--- src/hw/fmo_defines.svh ---
// fmo_defines.svh: offsets, field positions, reset values, limits and
// timing figures of the fault monitor.
// assumes: included by bare name from fmo_fault_monitor and the testbench.
`ifndef FMO_DEFINES_SVH
`define FMO_DEFINES_SVH

// register byte offsets on the apb slave
`define FMO_A_CTRL 8'h00
`define FMO_A_OVL 8'h04
`define FMO_A_DEVON 8'h08
`define FMO_A_DEVOFF 8'h0C
`define FMO_A_TMO 8'h10
`define FMO_A_CERR 8'h14
`define FMO_A_STAT 8'h18
`define FMO_A_IRQST 8'h1C
`define FMO_A_IRQMSK 8'h20

// ctrl and status field positions
`define FMO_CTRL_ORIGIN 0
`define FMO_STAT_WARN 6
`define FMO_STAT_MOTOR 7
`define FMO_STAT_CNT_LO 8
`define FMO_STAT_CNT_HI 11

// setting ranges and reset values
`define FMO_SET_MIN 32'h0000_0001
`define FMO_OVL_RST 9'h032
`define FMO_OVL_MAX 9'h12C
`define FMO_DEV_RST_ON 15'h012C
`define FMO_DEV_RST_OFF 15'h2710
`define FMO_DEV_MAX 15'h7530
`define FMO_TMO_RST 14'h0000
`define FMO_TMO_MAX 14'h2710
`define FMO_CERR_RST 4'h3
`define FMO_CERR_MAX 4'hA

// timing: clock rate, one millisecond, one tenth second, lamp half period
`define FMO_CLK_MHZ 20
`define FMO_MS_US 1000
`define FMO_DS_MS 100
`define FMO_BLINK_MS 250

`endif

--- src/hw/fmo_pkg.sv ---
// fmo_pkg: types and shared helpers of the fault monitor.
// assumes: compiled before every design module.
package fmo_pkg;

  // one bit per latched fault, in this order
  typedef enum {
    FMO_F_OVL,
    FMO_F_DEVON,
    FMO_F_DEVOFF,
    FMO_F_ORIGIN,
    FMO_F_TMO,
    FMO_F_CERR,
    FMO_F_NUM
  } fmo_fault_t;

  function automatic logic fmo_in_range(input logic [31:0] v,
                                        input logic [31:0] lo,
                                        input logic [31:0] hi);
    return (v >= lo) && (v <= hi);
  endfunction

endpackage

--- src/hw/fmo_fault_monitor.sv ---
// fmo_fault_monitor: fault supervision, latched faults, fault outputs for
// the hard-wired and network-mapped paths, lamp blink and current cut.
// assumes: apb master on sys_clk; excitation and clear come from pins;
// overload, deviation and serial events come from logic on sys_clk.
//
// The APB slave port and the register offsets were left to the implementer.
`timescale 1ns/10ps
`include "fmo_defines.svh"

module fmo_fault_monitor
  import fmo_pkg::*;
#(
  parameter int MS_CYCLES = `FMO_MS_US * `FMO_CLK_MHZ
) (
  input wire logic sys_clk,
  input wire logic rst,
  input wire logic psel,
  input wire logic penable,
  input wire logic pwrite,
  input wire logic [7:0] paddr,
  input wire logic [31:0] pwdata,
  output logic [31:0] prdata,
  output logic pready,
  output logic pslverr,
  input wire logic excitation_request,
  input wire logic fault_clear_input,
  input wire logic overload_active,
  input wire logic [14:0] position_deviation,
  input wire logic positioning_start,
  input wire logic origin_set,
  input wire logic serial_frame_ok,
  input wire logic serial_error,
  output logic fault_indication_output_direct,
  output logic fault_indication_output_remote,
  output logic fault_lamp,
  output logic motor_current_enable,
  output logic motor_stop,
  output logic deviation_warning,
  output logic irq
);
  localparam int NF = FMO_F_NUM;

  generate
    if (MS_CYCLES < 2) begin : g_bad_ms
      $error("fmo_fault_monitor: MS_CYCLES must be at least 2");
    end
  endgenerate

  // pin synchronisers; stage 3 only feeds edge detection
  logic exc_s1, exc_s2, exc_s3, clr_s1, clr_s2, clr_s3;
  always_ff @(posedge sys_clk) begin
    if (rst) begin
      exc_s1 <= 1'b0;
      exc_s2 <= 1'b0;
      exc_s3 <= 1'b0;
      clr_s1 <= 1'b0;
      clr_s2 <= 1'b0;
      clr_s3 <= 1'b0;
    end else begin
      exc_s1 <= excitation_request;
      exc_s2 <= exc_s1;
      exc_s3 <= exc_s2;
      clr_s1 <= fault_clear_input;
      clr_s2 <= clr_s1;
      clr_s3 <= clr_s2;
    end
  end

  logic clr_fall, exc_rise;
  assign clr_fall = clr_s3 & ~clr_s2;
  assign exc_rise = exc_s2 & ~exc_s3;

  // time bases: milliseconds, tenths of a second, lamp half period
  logic ms_tick, ds_tick, blink_tick;
  fmo_tick #(.LEN(MS_CYCLES)) u_ms (
    .sys_clk(sys_clk),
    .rst(rst),
    .step(1'b1),
    .tick(ms_tick)
  );
  fmo_tick #(.LEN(`FMO_DS_MS)) u_ds (
    .sys_clk(sys_clk),
    .rst(rst),
    .step(ms_tick),
    .tick(ds_tick)
  );
  fmo_tick #(.LEN(`FMO_BLINK_MS)) u_blink (
    .sys_clk(sys_clk),
    .rst(rst),
    .step(ms_tick),
    .tick(blink_tick)
  );

  // ---- configuration registers and apb slave
  logic ctrl_origin, next_ctrl_origin;
  logic [8:0] ovl_lim, next_ovl_lim;
  logic [14:0] devon_lim, next_devon_lim, devoff_lim, next_devoff_lim;
  logic [13:0] tmo_lim, next_tmo_lim;
  logic [3:0] cerr_lim, next_cerr_lim;
  logic [NF-1:0] irq_st, next_irq_st, irq_msk, next_irq_msk;
  logic [NF-1:0] fault, next_fault, ev;
  logic [31:0] next_prdata;
  logic [3:0] cerr_cnt, next_cerr_cnt;
  logic motor_on, dev_warn_now, wr, bad_addr, bad_val;

  assign wr = psel & penable & pwrite;
  assign pready = 1'b1;
  assign pslverr = psel & penable & (bad_addr | (pwrite & bad_val));

  always_comb begin
    next_ctrl_origin = ctrl_origin;
    next_ovl_lim = ovl_lim;
    next_devon_lim = devon_lim;
    next_devoff_lim = devoff_lim;
    next_tmo_lim = tmo_lim;
    next_cerr_lim = cerr_lim;
    next_irq_msk = irq_msk;
    next_prdata = prdata;
    bad_addr = 1'b0;
    bad_val = 1'b0;
    // set wins over write-one-to-clear
    next_irq_st = irq_st | ev;
    if (wr && paddr == `FMO_A_IRQST) begin
      next_irq_st = (irq_st & ~pwdata[NF-1:0]) | ev;
    end
    case (paddr)
      `FMO_A_CTRL: if (wr) next_ctrl_origin = pwdata[`FMO_CTRL_ORIGIN];
      `FMO_A_OVL: begin
        bad_val = !fmo_in_range(pwdata, `FMO_SET_MIN, 32'(`FMO_OVL_MAX));
        if (wr && !bad_val) next_ovl_lim = pwdata[8:0];
      end
      `FMO_A_DEVON: begin
        bad_val = !fmo_in_range(pwdata, `FMO_SET_MIN, 32'(`FMO_DEV_MAX));
        if (wr && !bad_val) next_devon_lim = pwdata[14:0];
      end
      `FMO_A_DEVOFF: begin
        bad_val = !fmo_in_range(pwdata, `FMO_SET_MIN, 32'(`FMO_DEV_MAX));
        if (wr && !bad_val) next_devoff_lim = pwdata[14:0];
      end
      `FMO_A_TMO: begin
        // zero is legal here: it switches monitoring off
        bad_val = !fmo_in_range(pwdata, 32'h0, 32'(`FMO_TMO_MAX));
        if (wr && !bad_val) next_tmo_lim = pwdata[13:0];
      end
      `FMO_A_CERR: begin
        bad_val = !fmo_in_range(pwdata, `FMO_SET_MIN, 32'(`FMO_CERR_MAX));
        if (wr && !bad_val) next_cerr_lim = pwdata[3:0];
      end
      `FMO_A_STAT: bad_val = 1'b1;
      `FMO_A_IRQST: bad_val = 1'b0;
      `FMO_A_IRQMSK: if (wr) next_irq_msk = pwdata[NF-1:0];
      default: bad_addr = 1'b1;
    endcase
    // read data is captured in the setup cycle, stable through access
    if (psel && !penable && !pwrite) begin
      next_prdata = '0;
      case (paddr)
        `FMO_A_CTRL: next_prdata[`FMO_CTRL_ORIGIN] = ctrl_origin;
        `FMO_A_OVL: next_prdata[8:0] = ovl_lim;
        `FMO_A_DEVON: next_prdata[14:0] = devon_lim;
        `FMO_A_DEVOFF: next_prdata[14:0] = devoff_lim;
        `FMO_A_TMO: next_prdata[13:0] = tmo_lim;
        `FMO_A_CERR: next_prdata[3:0] = cerr_lim;
        `FMO_A_STAT: begin
          next_prdata[NF-1:0] = fault;
          next_prdata[`FMO_STAT_WARN] = deviation_warning;
          next_prdata[`FMO_STAT_MOTOR] = motor_on;
          next_prdata[`FMO_STAT_CNT_HI:`FMO_STAT_CNT_LO] = cerr_cnt;
        end
        `FMO_A_IRQST: next_prdata[NF-1:0] = irq_st;
        `FMO_A_IRQMSK: next_prdata[NF-1:0] = irq_msk;
        default: next_prdata = '0;
      endcase
    end
  end

  always_ff @(posedge sys_clk) begin
    if (rst) begin
      ctrl_origin <= 1'b0;
      ovl_lim <= `FMO_OVL_RST;
      devon_lim <= `FMO_DEV_RST_ON;
      devoff_lim <= `FMO_DEV_RST_OFF;
      tmo_lim <= `FMO_TMO_RST;
      cerr_lim <= `FMO_CERR_RST;
      irq_st <= '0;
      irq_msk <= '0;
      prdata <= '0;
    end else begin
      ctrl_origin <= next_ctrl_origin;
      ovl_lim <= next_ovl_lim;
      devon_lim <= next_devon_lim;
      devoff_lim <= next_devoff_lim;
      tmo_lim <= next_tmo_lim;
      cerr_lim <= next_cerr_lim;
      irq_st <= next_irq_st;
      irq_msk <= next_irq_msk;
      prdata <= next_prdata;
    end
  end

  // ---- supervision, fault latch and outputs
  logic [8:0] ovl_cnt, next_ovl_cnt;
  logic [13:0] tmo_cnt, next_tmo_cnt;
  logic fault_any, next_lamp_on;

  assign fault_any = |fault;
  assign motor_on = exc_s2 & ~fault_any;
  assign dev_warn_now = ~motor_on & (position_deviation > devon_lim);

  always_comb begin
    ev = '0;
    // overload time only accumulates while overload persists
    next_ovl_cnt = '0;
    if (overload_active) begin
      next_ovl_cnt = ovl_cnt;
      if (ds_tick && ovl_cnt != `FMO_OVL_MAX) next_ovl_cnt = ovl_cnt + 9'h001;
    end
    ev[FMO_F_OVL] = overload_active && (ovl_cnt >= ovl_lim);
    ev[FMO_F_DEVON] = motor_on && (position_deviation > devon_lim);
    // motor was still off in the cycle before the request edge
    ev[FMO_F_DEVOFF] = exc_rise && !motor_current_enable
                       && (position_deviation > devoff_lim);
    ev[FMO_F_ORIGIN] = ctrl_origin && positioning_start
                       && !origin_set;
    next_tmo_cnt = tmo_cnt;
    if (serial_frame_ok || tmo_lim == '0 || clr_fall) begin
      next_tmo_cnt = '0;
    end else if (ms_tick && tmo_cnt != `FMO_TMO_MAX) begin
      next_tmo_cnt = tmo_cnt + 14'h0001;
    end
    // a count that the clear is zeroing must not relatch its fault
    ev[FMO_F_TMO] = !clr_fall && (tmo_lim != '0)
                    && (tmo_cnt >= tmo_lim);
    next_cerr_cnt = clr_fall ? 4'h0 : cerr_cnt;
    if (serial_error && next_cerr_cnt != `FMO_CERR_MAX) begin
      next_cerr_cnt = next_cerr_cnt + 4'h1;
    end
    ev[FMO_F_CERR] = !clr_fall && (cerr_cnt >= cerr_lim);
    // a new event in the clearing cycle still latches
    next_fault = (fault & {NF{~clr_fall}}) | ev;
    next_lamp_on = fault_any & (fault_lamp ^ blink_tick);
  end

  always_ff @(posedge sys_clk) begin
    if (rst) begin
      fault <= '0;
      ovl_cnt <= '0;
      tmo_cnt <= '0;
      cerr_cnt <= '0;
      fault_lamp <= 1'b0;
      fault_indication_output_direct <= 1'b1;
      fault_indication_output_remote <= 1'b0;
      motor_current_enable <= 1'b0;
      motor_stop <= 1'b0;
      deviation_warning <= 1'b0;
      irq <= 1'b0;
    end else begin
      fault <= next_fault;
      ovl_cnt <= next_ovl_cnt;
      tmo_cnt <= next_tmo_cnt;
      cerr_cnt <= next_cerr_cnt;
      fault_lamp <= next_lamp_on;
      fault_indication_output_direct <= ~fault_any;
      fault_indication_output_remote <= fault_any;
      motor_current_enable <= motor_on;
      motor_stop <= fault_any;
      deviation_warning <= dev_warn_now;
      irq <= |(irq_st & irq_msk);
    end
  end
endmodule

--- src/hw/fmo_tick.sv ---
// fmo_tick: divides a stream of step pulses into one tick every LEN steps.
// assumes: step comes from logic on sys_clk; rst synchronous active high.
`timescale 1ns/10ps
module fmo_tick
  import fmo_pkg::*;
#(
  parameter int LEN = 20000
) (
  input wire logic sys_clk,
  input wire logic rst,
  input wire logic step,
  output logic tick
);
  localparam int W = $clog2(LEN);

  logic [W-1:0] cnt;
  logic [W-1:0] next_cnt;
  logic next_tick;

  generate
    if (LEN < 2) begin : g_bad_len
      $error("fmo_tick: LEN must be at least 2");
    end
  endgenerate

  always_comb begin
    next_cnt = cnt;
    next_tick = 1'b0;
    if (step) begin
      if (cnt == W'(LEN - 1)) begin
        next_cnt = '0;
        next_tick = 1'b1;
      end else begin
        next_cnt = cnt + W'(1);
      end
    end
  end

  always_ff @(posedge sys_clk) begin
    if (rst) begin
      cnt <= '0;
      tick <= 1'b0;
    end else begin
      cnt <= next_cnt;
      tick <= next_tick;
    end
  end
endmodule

--- config.mk ---
export PLATFORM = sky130hd
export DESIGN_NAME = fmo_fault_monitor
export DESIGN_NICKNAME = d
export VERILOG_FILES = /design/src/hw/fmo_pkg.sv /design/src/hw/fmo_fault_monitor.sv /design/src/hw/fmo_tick.sv
export VERILOG_INCLUDE_DIRS = /design/src /design/src/hw
export SDC_FILE = /design/constraint.sdc
export NUM_CORES = 1
export LEC_CHECK = 0
export BUFFER_PORTS_ARGS = -buffer_cell sky130_fd_sc_hd__buf_2
export CAP_MARGIN = 15
export CORE_MARGIN = 2
export CORE_UTILIZATION = 64
export CTS_CLUSTER_DIAMETER = 100
export DETAILED_ROUTE_END_ITERATION = 10
export PLACE_DENSITY = 0.85
export SETUP_SLACK_MARGIN = 0.2
export SYNTH_ARGS = -nofsm -noshare
export SYNTH_HDL_FRONTEND = slang
export SYNTH_HIERARCHICAL = 1
export SYNTH_SLANG_ARGS = --single-unit
--- constraint.sdc ---
create_clock -name sys_clk -period 7.4 [get_ports sys_clk]
set_clock_uncertainty 0.15 [all_clocks]
set_input_delay 2.22 -clock sys_clk [delete_from_list [all_inputs] [get_ports sys_clk]]
set_output_delay 2.22 -clock sys_clk [all_outputs]
set_load 0.05 [all_outputs]
Word level (Yosys, flattened, before mapping). Index checks and enable logic that the tools add are counted.

Add/subtract/negate cells: 6. $lt $le $gt $ge: 11. Eq/ne operators: 14. Muxes and demuxes: 17. Bitwise gates (word level): 25. Reduce and logical (&&, ||, !) cells: 52.

Operator list (number): 32-bit by 1-bit greater-or-equal comparator with 1-bit output (second input constant) (2); 8-bit by 5-bit == test with 1-bit output (second input constant) (4); 32-bit by 14-bit <= comparator with 1-bit output (second input constant) (1); 32-bit by 15-bit <= comparator with 1-bit output (second input constant) (1); 32-bit by 4-bit <= comparator with 1-bit output (second input constant) (1); 32-bit by 9-bit <= comparator with 1-bit output (second input constant) (1); 15-bit greater-than comparator (2); 3-bit one-hot mux with 8 select lines (1); 1-bit logical AND (23); 6-bit bitwise AND (3); 6-bit bitwise OR (3); 8-bit by 4-bit == test with 1-bit output (second input constant) (2); 15-bit by 1-bit adder with 15-bit output (second input constant) (1); 15-bit == test (second input constant) (1); 3-bit one-hot mux with 5 select lines (1); 14-bit by 1-bit adder with 14-bit output (second input constant) (1); 14-bit greater-or-equal comparator (1); 14-bit zero test (1); 14-bit inequality test (second input constant) (1); 2-bit one-hot mux with 7 select lines (1); 2-bit AND reduction (7); 14-bit nonzero test (1); 3-bit one-hot mux with 4 select lines (1); 6-bit OR reduction (2); 31 further kinds (62).

Register bits after elaboration: 163. Input port bits: 67. Logic and storage cells: 156.

Longest topological paths before layout. Gate-level depths: netlist of run 1.

Word-level depth: 7. Depth in mapped cells: 10.

Modules after synthesis. The synthesis of run 1 kept the hierarchy.

By module, submodules not included: fmo_fault_monitor (instances 1, cells an instance 875, area an instance 7516.0 um2); fmo_tick at u_ms (instances 1, cells an instance 82, area an instance 734.5 um2); fmo_tick at u_blink (instances 1, cells an instance 44, area an instance 419.2 um2); fmo_tick at u_ds (instances 1, cells an instance 38, area an instance 376.6 um2).

Least setup slack after synthesis of run 1. Ideal clock, no wire load.

Path type: input -> output. Start: in paddr[4]. End: out pslverr. Data arrival time: 4.420 ns. Data required time: 5.030 ns. Path slack: 0.610 ns. Stages: 7. Path buffers: 3. Cell sequence: buf_6 or4b_2 buf_2 nor2_2 clkbuf_1 a221oi_1 o211ai_1.

Cells in the longest elaborated chain, start to end: 6. Elaborated cells between the ends (all ways): 16. Classes of those cells: 8 x eq/ne; 2 x mux; 3 x bitwise; 3 x reduce/logical.

Ends and longest elaborated chain: start: declaration (line fmo_fault_monitor.sv:20) `input wire logic [7:0] paddr,`; 8-bit by 4-bit == test with 1-bit output (line fmo_fault_monitor.sv:126) `case (paddr)`; 2-bit OR reduction (no source line); 1-bit one-hot mux with 5 select lines (line fmo_fault_monitor.sv:126); 1-bit bitwise AND (line fmo_fault_monitor.sv:108) `assign pslverr = psel & penable & (bad_addr | (pwrite & bad_val));`; 1-bit bitwise OR * (line fmo_fault_monitor.sv:108); 1-bit bitwise AND * (line fmo_fault_monitor.sv:108); end: declaration (line fmo_fault_monitor.sv:24) `output logic pslverr,`.

Every way passes the cells marked *; elsewhere a longest branch is shown, timed or not.

Final worst setup path of run 1.
Start: in pwdata[11]. End: out pslverr.

Cells in the longest elaborated chain, start to end: 7. Elaborated cells between the ends (all ways): 18. Classes of those cells: 6 x order compare; 1 x mux; 3 x bitwise; 8 x reduce/logical.

Ends and longest elaborated chain: start: declaration (line fmo_fault_monitor.sv:21) `input wire logic [31:0] pwdata,`; 32-bit by 1-bit greater-or-equal comparator with 1-bit output (tied with other cells) (line fmo_pkg.sv:19) `return (v >= lo) && (v <= hi);`; 1-bit logical AND (line fmo_pkg.sv:19); 1-bit zero test, on equally long branches; 1-bit one-hot mux with 5 select lines * (line fmo_fault_monitor.sv:126); 1-bit bitwise AND * (line fmo_fault_monitor.sv:108); 1-bit bitwise OR * (line fmo_fault_monitor.sv:108); 1-bit bitwise AND * (line fmo_fault_monitor.sv:108).

Marked as above.

==> impl_metrics.ini, run 1 <==
[timing]
finalHoldViolations = 0
worst_pin_slew_ps = 1148
tns_ps = 0
finalSetupViolCount = 0
fin_crit_ps = 6825
slew_viol_final = 0
fin_crit_sh_pct = 92.24
rsz0062_at_grt = false
timing.fmax_ghz = 0.1465
slew_headroom_pct = 22.78

[cts]
cts_tree = done
clock-sinks = 163
numCtsBuffers = 17
post-cts-setup-buffer-count = 0
clk_path_buf_depth = 2
insertion_delay_ps = 430
holdBufCountCts = 0
clockRootBuffer = clkbuf_16
clkTransAtPathRegs_ps = 60
cts-resized-gates = 0
htreeDepth = 4

[worst_setup_path]
critPathTopFamily = simple AND/OR/NAND/NOR gates
cp_cell_sequence = buf_2 > or4_1 > nor4_1 > buf_4 > nor3b_1 > nand2_1 > a221oi_1 > o211ai_1 > buf_2
crit_fanout = 7
crit_arrival_ps = 4460
worst_path_largest_cell_delay_ps = 520
cp_common_cell = buf_2
cp.buffers_inverters = 3
end_kind = output port
cp_slowest_cell = or4_1
startpoint_type = input pin
path_class = in2out
critPathRequiredTime_ps = 5030

[logic_synthesis]
syn_area_per_cell_sq_um = 8.707
synthXorXnorAreaFrac_pct = 4.260
synthFlopType = dfxtp_1
yosys.area.top_type_share_pct = 36.07
synthAdderAreaFrac_pct = 9.267
yosys.area_share.simple_pct = 21.56
synthMuxAreaShare_pct = 7.967
synth_top_family_by_area = simple AND/OR/NAND/NOR gates
synthTopCellsByArea = dfxtp_1, ha_1, mux2i_1
ys_warn_count = 6
synthArstFlopShare_pct = 0
synth_compound_area_share_pct = 13.43
synth_top_area_cell = dfxtp_1
synth_seq_cells = 163
synth-edff-count = 0
synth_area_sq_mm = 0.009046
yosysSeqAreaShare_pct = 36.07
synthCells = 1039
ys_types = 86

[power_and_ir_drop]
leakagePower_nw = 4.468
vdd_drop_max_v = 0.0002119
cellPowerDensity_mw_per_mm2 = 190.8

[finish]
layout_common_cells = dfxtp_1, nor2_1, buf_2, nand2_1, inv_1
multi_input_area_sq_mm = 0.005186
nets = 1242
drive_gt1_share_pct = 13.56
syn_to_final_growth_pct = 10.72
num_antenna_cells = 0
fill_cells = 1022
final_common_cell = dfxtp_1
final_cell_area_sq_mm = 0.01002
register_area_sq_mm = 0.003263
fin_util_pct = 72.44

[placed_design]
placed_area_sq_mm = 0.009447
hpwl_um = 16830
gp_congestion = 0.9634
numPortBuffers = 89

[routing]
drt_iter0_markers = 743
ant_nets = 0
routedWlPerCell_um = 17.78
drc_errors = 0
wl_um = 23130
via_count = 7962
via_per_inst = 6.120
firstDrtPassIters = 8

[global_route]
grt_usage_pct = 31.00
grt.overflow.total = 0
grt_pass1_wl_um = 36380
grt_pass1_vias = 7403
grt_max_degree = 45
antenna_found_initial = 0

[status]
outcome = finished clean

[floorplanning]
dieArea_sq_mm = 0.01510
die_width_um = 122.9
ios = 108
die_h_um = 122.9
row_count = 43
start_util_pct = 65.42
core_area_sq_mm = 0.01383

[min_path]
hold_path_class = reg2reg

[flow_run]
maxCapViolCount = 0
flip-flops by register name (all words and copies together) (netlist names), 9 cells and up:
| signal | cells |
|---|---|
| devon_lim | 15 |
| ovl_lim | 9 |
| tmo_lim | 14 |
| u_ms/cnt | 15 |
| tmo_cnt | 14 |
| ovl_cnt | 9 |
| prdata | 15 |
| devoff_lim | 15 |
where the power goes:
part           leakage, nW  total, mW  switching, mW  internal (mW)
Clock                0.273      0.846          0.367          0.478
Combinational         2.88      0.169          0.120         0.0486
Sequential            1.32      0.896        0.00850          0.888
Total                 4.47       1.91          0.496           1.41
layout make-up:
class | count | area share [%]
clock buffer | 20 | 4.460
sequential | 163 | 32.58
inverter | 75 | 2.811
tap | 180 | 2.249
timing repair buffer | 95 | 4.897
multi-input combinational | 756 | 51.78
clock inverter | 12 | 1.224
cells in the mapped netlist, drive strengths merged, types with 5 or more instances:
master   number
inv          74
nor4         18
nand2        78
a31oi         6
nand4        31
nor2        130
nor2b        13
a21oi        43
nor3         19
xor2         26
a221oi        9
ha           67
a22oi         6
mux2i        72
nand3        30
buf          40
o21ai        36
or3           6
a222oi        7
and3          9
or4           9
o2111ai       5
nand2b        7
o21a          5
dfxtp       163
clkbuf       22
a211oi        9
xnor2        18
a21o         15
routing by layer:
layer  part of all wire (%)  vias up  wire length (um)  track usage, %
met5                      0        -                 0               0
met4                    3.9        0               904           14.94
met3                    8.7       68              2013           7.011
met2                     45      374             10440           49.24
met1                     42     3745              9767           39.87
li1                       -     3775                 -               -
per-stage QoR:
step                worst slack, ps  total power, mW  hold slack [ps]  cells
floorplan                     610.1            1.034            263.8   1056
global placement              693.7            1.077            280.8   1269
detailed placement            639.1            1.080            281.0   1269
CTS                           638.0            1.915            295.8   1301
global route                  386.3            1.973            314.5   1301
finish                        574.5            1.911            292.5   1301
kinds of logic after synthesis:
family                     after synthesis
and+or+nand+nor                        381
adders and majority gates               67
buffers and inverters                  137
DFF                                    163
xor gates and xnor gates                44
other                                    2
muxes                                   72
AOI/OAI and AO/OA                      173
worst paths after layout:
path                    from        to  slack [ps]  cells past startpoint
setup / recovery  pwdata[11]   pslverr         570                      9
hold / removal        clr_s1    clr_s2         290                      1
setup reg to reg  ovl_cnt[0]  fault[0]        5140                      8
hold reg to reg       clr_s1    clr_s2         290                      1
No activity file was read; power rests on OpenSTA's default activity.
==> run 2: changes to the inputs <==
Settings changed: CTS_BUF_LIST from default to sky130_fd_sc_hd__clkbuf_16, REMOVE_ABC_BUFFERS from default to 1.
==> impl_metrics.ini, run 2 (synthesized netlist as in run 1, its figures left out) <==
[timing]
tns_ps = 0
slew_headroom_pct = 19.96
finalSetupViolCount = 0
fin_crit_sh_pct = 90.96
rsz0062_at_grt = false
finalHoldViolations = 0
slew_viol_final = 0
fin_crit_ps = 6731
timing.fmax_ghz = 0.1486
worst_pin_slew_ps = 1194

[worst_setup_path]
startpoint_type = input pin
crit_fanout = 11
crit_arrival_ps = 4360
critPathRequiredTime_ps = 5030
path_class = in2out
reg2reg_slack_ps = 5180
end_kind = output port

[routing]
via_per_inst = 6.055
via_count = 7884
drc_errors = 0
firstDrtPassIters = 8
drt_iter0_markers = 674
wl_um = 22860
routedWlPerCell_um = 17.56
ant_nets = 0

[finish]
final_common_cell = dfxtp_1
drive_gt1_share_pct = 13.55
fin_util_pct = 72.24
nets = 1243
final_cell_area_sq_mm = 0.009988
fill_cells = 1084
layout_common_cells = dfxtp_1, nor2_1, buf_2, nand2_1, inv_1
syn_to_final_growth_pct = 10.41
num_antenna_cells = 0

[cts]
clkTransAtPathRegs_ps = 70
holdBufCountCts = 0
insertion_delay_ps = 440
clock-sinks = 163
numCtsBuffers = 17
clk_path_buf_depth = 2
cts-resized-gates = 0
post-cts-setup-buffer-count = 0
clockRootBuffer = clkbuf_16
cts_tree = done
htreeDepth = 4

[floorplanning]
row_count = 43
ios = 108
die_width_um = 122.9
die_h_um = 122.9
core_area_sq_mm = 0.01383
dieArea_sq_mm = 0.01510
start_util_pct = 65.42

[power_and_ir_drop]
power_frac_comb_pct = 9.0
switching_power_mw = 0.5034
p_sw_share_pct = 26.91
intPower_mw = 1.367
pwr-share-seq_pct = 47.9
cellPowerDensity_mw_per_mm2 = 187.3
leakagePower_nw = 4.456
vdd_drop_max_v = 0.0001543
pwr-share-clk_pct = 43.1

[global_route]
grt.overflow.total = 0
grt_max_degree = 45
grt_pass1_wl_um = 36630
grt_usage_pct = 31.35
antenna_found_initial = 0
grt_pass1_vias = 7411

[placed_design]
hpwl_um = 16640
numPortBuffers = 89
placed_area_sq_mm = 0.009454
gp_congestion = 1.003

[status]
outcome = finished clean

[min_path]
hold_path_class = reg2reg

[flow_run]
maxCapViolCount = 0
run 2: changes by cell type in the layout (fill, tap and decap cells not counted):
cell        previous run  this run
clkinv_1               1         3
inv_6                  3         5
clkinv_4               4         3
bufinv_16              1         0
buf_4                  6         7
clkbuf_1               2         0
clkinvlp_4             2         3
inv_1                 74        75
clkbuf_8               1         0
inv_8                  1         0
run 2: worst paths after layout:
check                               start  depth (start not counted)           to
worst min register to register     exc_s1                          1       exc_s2
worst max register to register  u_ms/tick                          6  tmo_cnt[13]
worst max-delay path            pwdata[0]                          8      pslverr
worst min-delay path               exc_s1                          1       exc_s2
run 2: stage by stage:
stage | setup WS [ps] | power, mW | hold slack, ps | cells
2_1_floorplan | 733.9 | 1.010 | 263.8 | 994
3_3_place_gp | 705.9 | 1.077 | 267.3 | 1270
3_5_place_dp | 717.2 | 1.080 | 281.1 | 1270
4_1_cts | 687.7 | 1.872 | 308.3 | 1302
5_1_grt | 514.3 | 1.923 | 320.0 | 1302
6_report | 668.9 | 1.871 | 303.1 | 1302
run 2: worst max-delay path: stages:
cell and delay, ps:
buf_2 190, or4_4 600, nor4b_4 290, nor2_1 90, a2111oi_0 460, a31oi_1 80, o211ai_1 130, buf_2 300
run 2: per-layer routing:
metal  vias to the layer above  global-route usage, %  wire length, um
li1                       3778                      -                -
met3                        77                  5.397             1848
met2                       387                  50.76            10490
met1                      3642                  40.19             9580
met4                         0                  16.02              941
met5                         -                      0                0
run 2: cell type report:
type,count,area (sq um),share of cell area [%]
timing repair buffer,96,498.0,4.986
multi-input combinational,756,5186,51.92
clock inverter,15,108.9,1.090
inverter,75,281.5,2.818
sequential,163,3263,32.67
tap,180,225.2,2.255
clock buffer,17,425.4,4.259
run 2: power groups by stage:
stage          Clock (mW)  Sequential, mW  Combinational (mW)
6_report            0.807           0.896               0.168
5_1_grt             0.846           0.897               0.181
4_1_cts             0.810           0.896               0.165
3_5_place_dp            0           0.916               0.164
3_3_place_gp            0           0.915               0.161
2_1_floorplan           0           0.933              0.0773
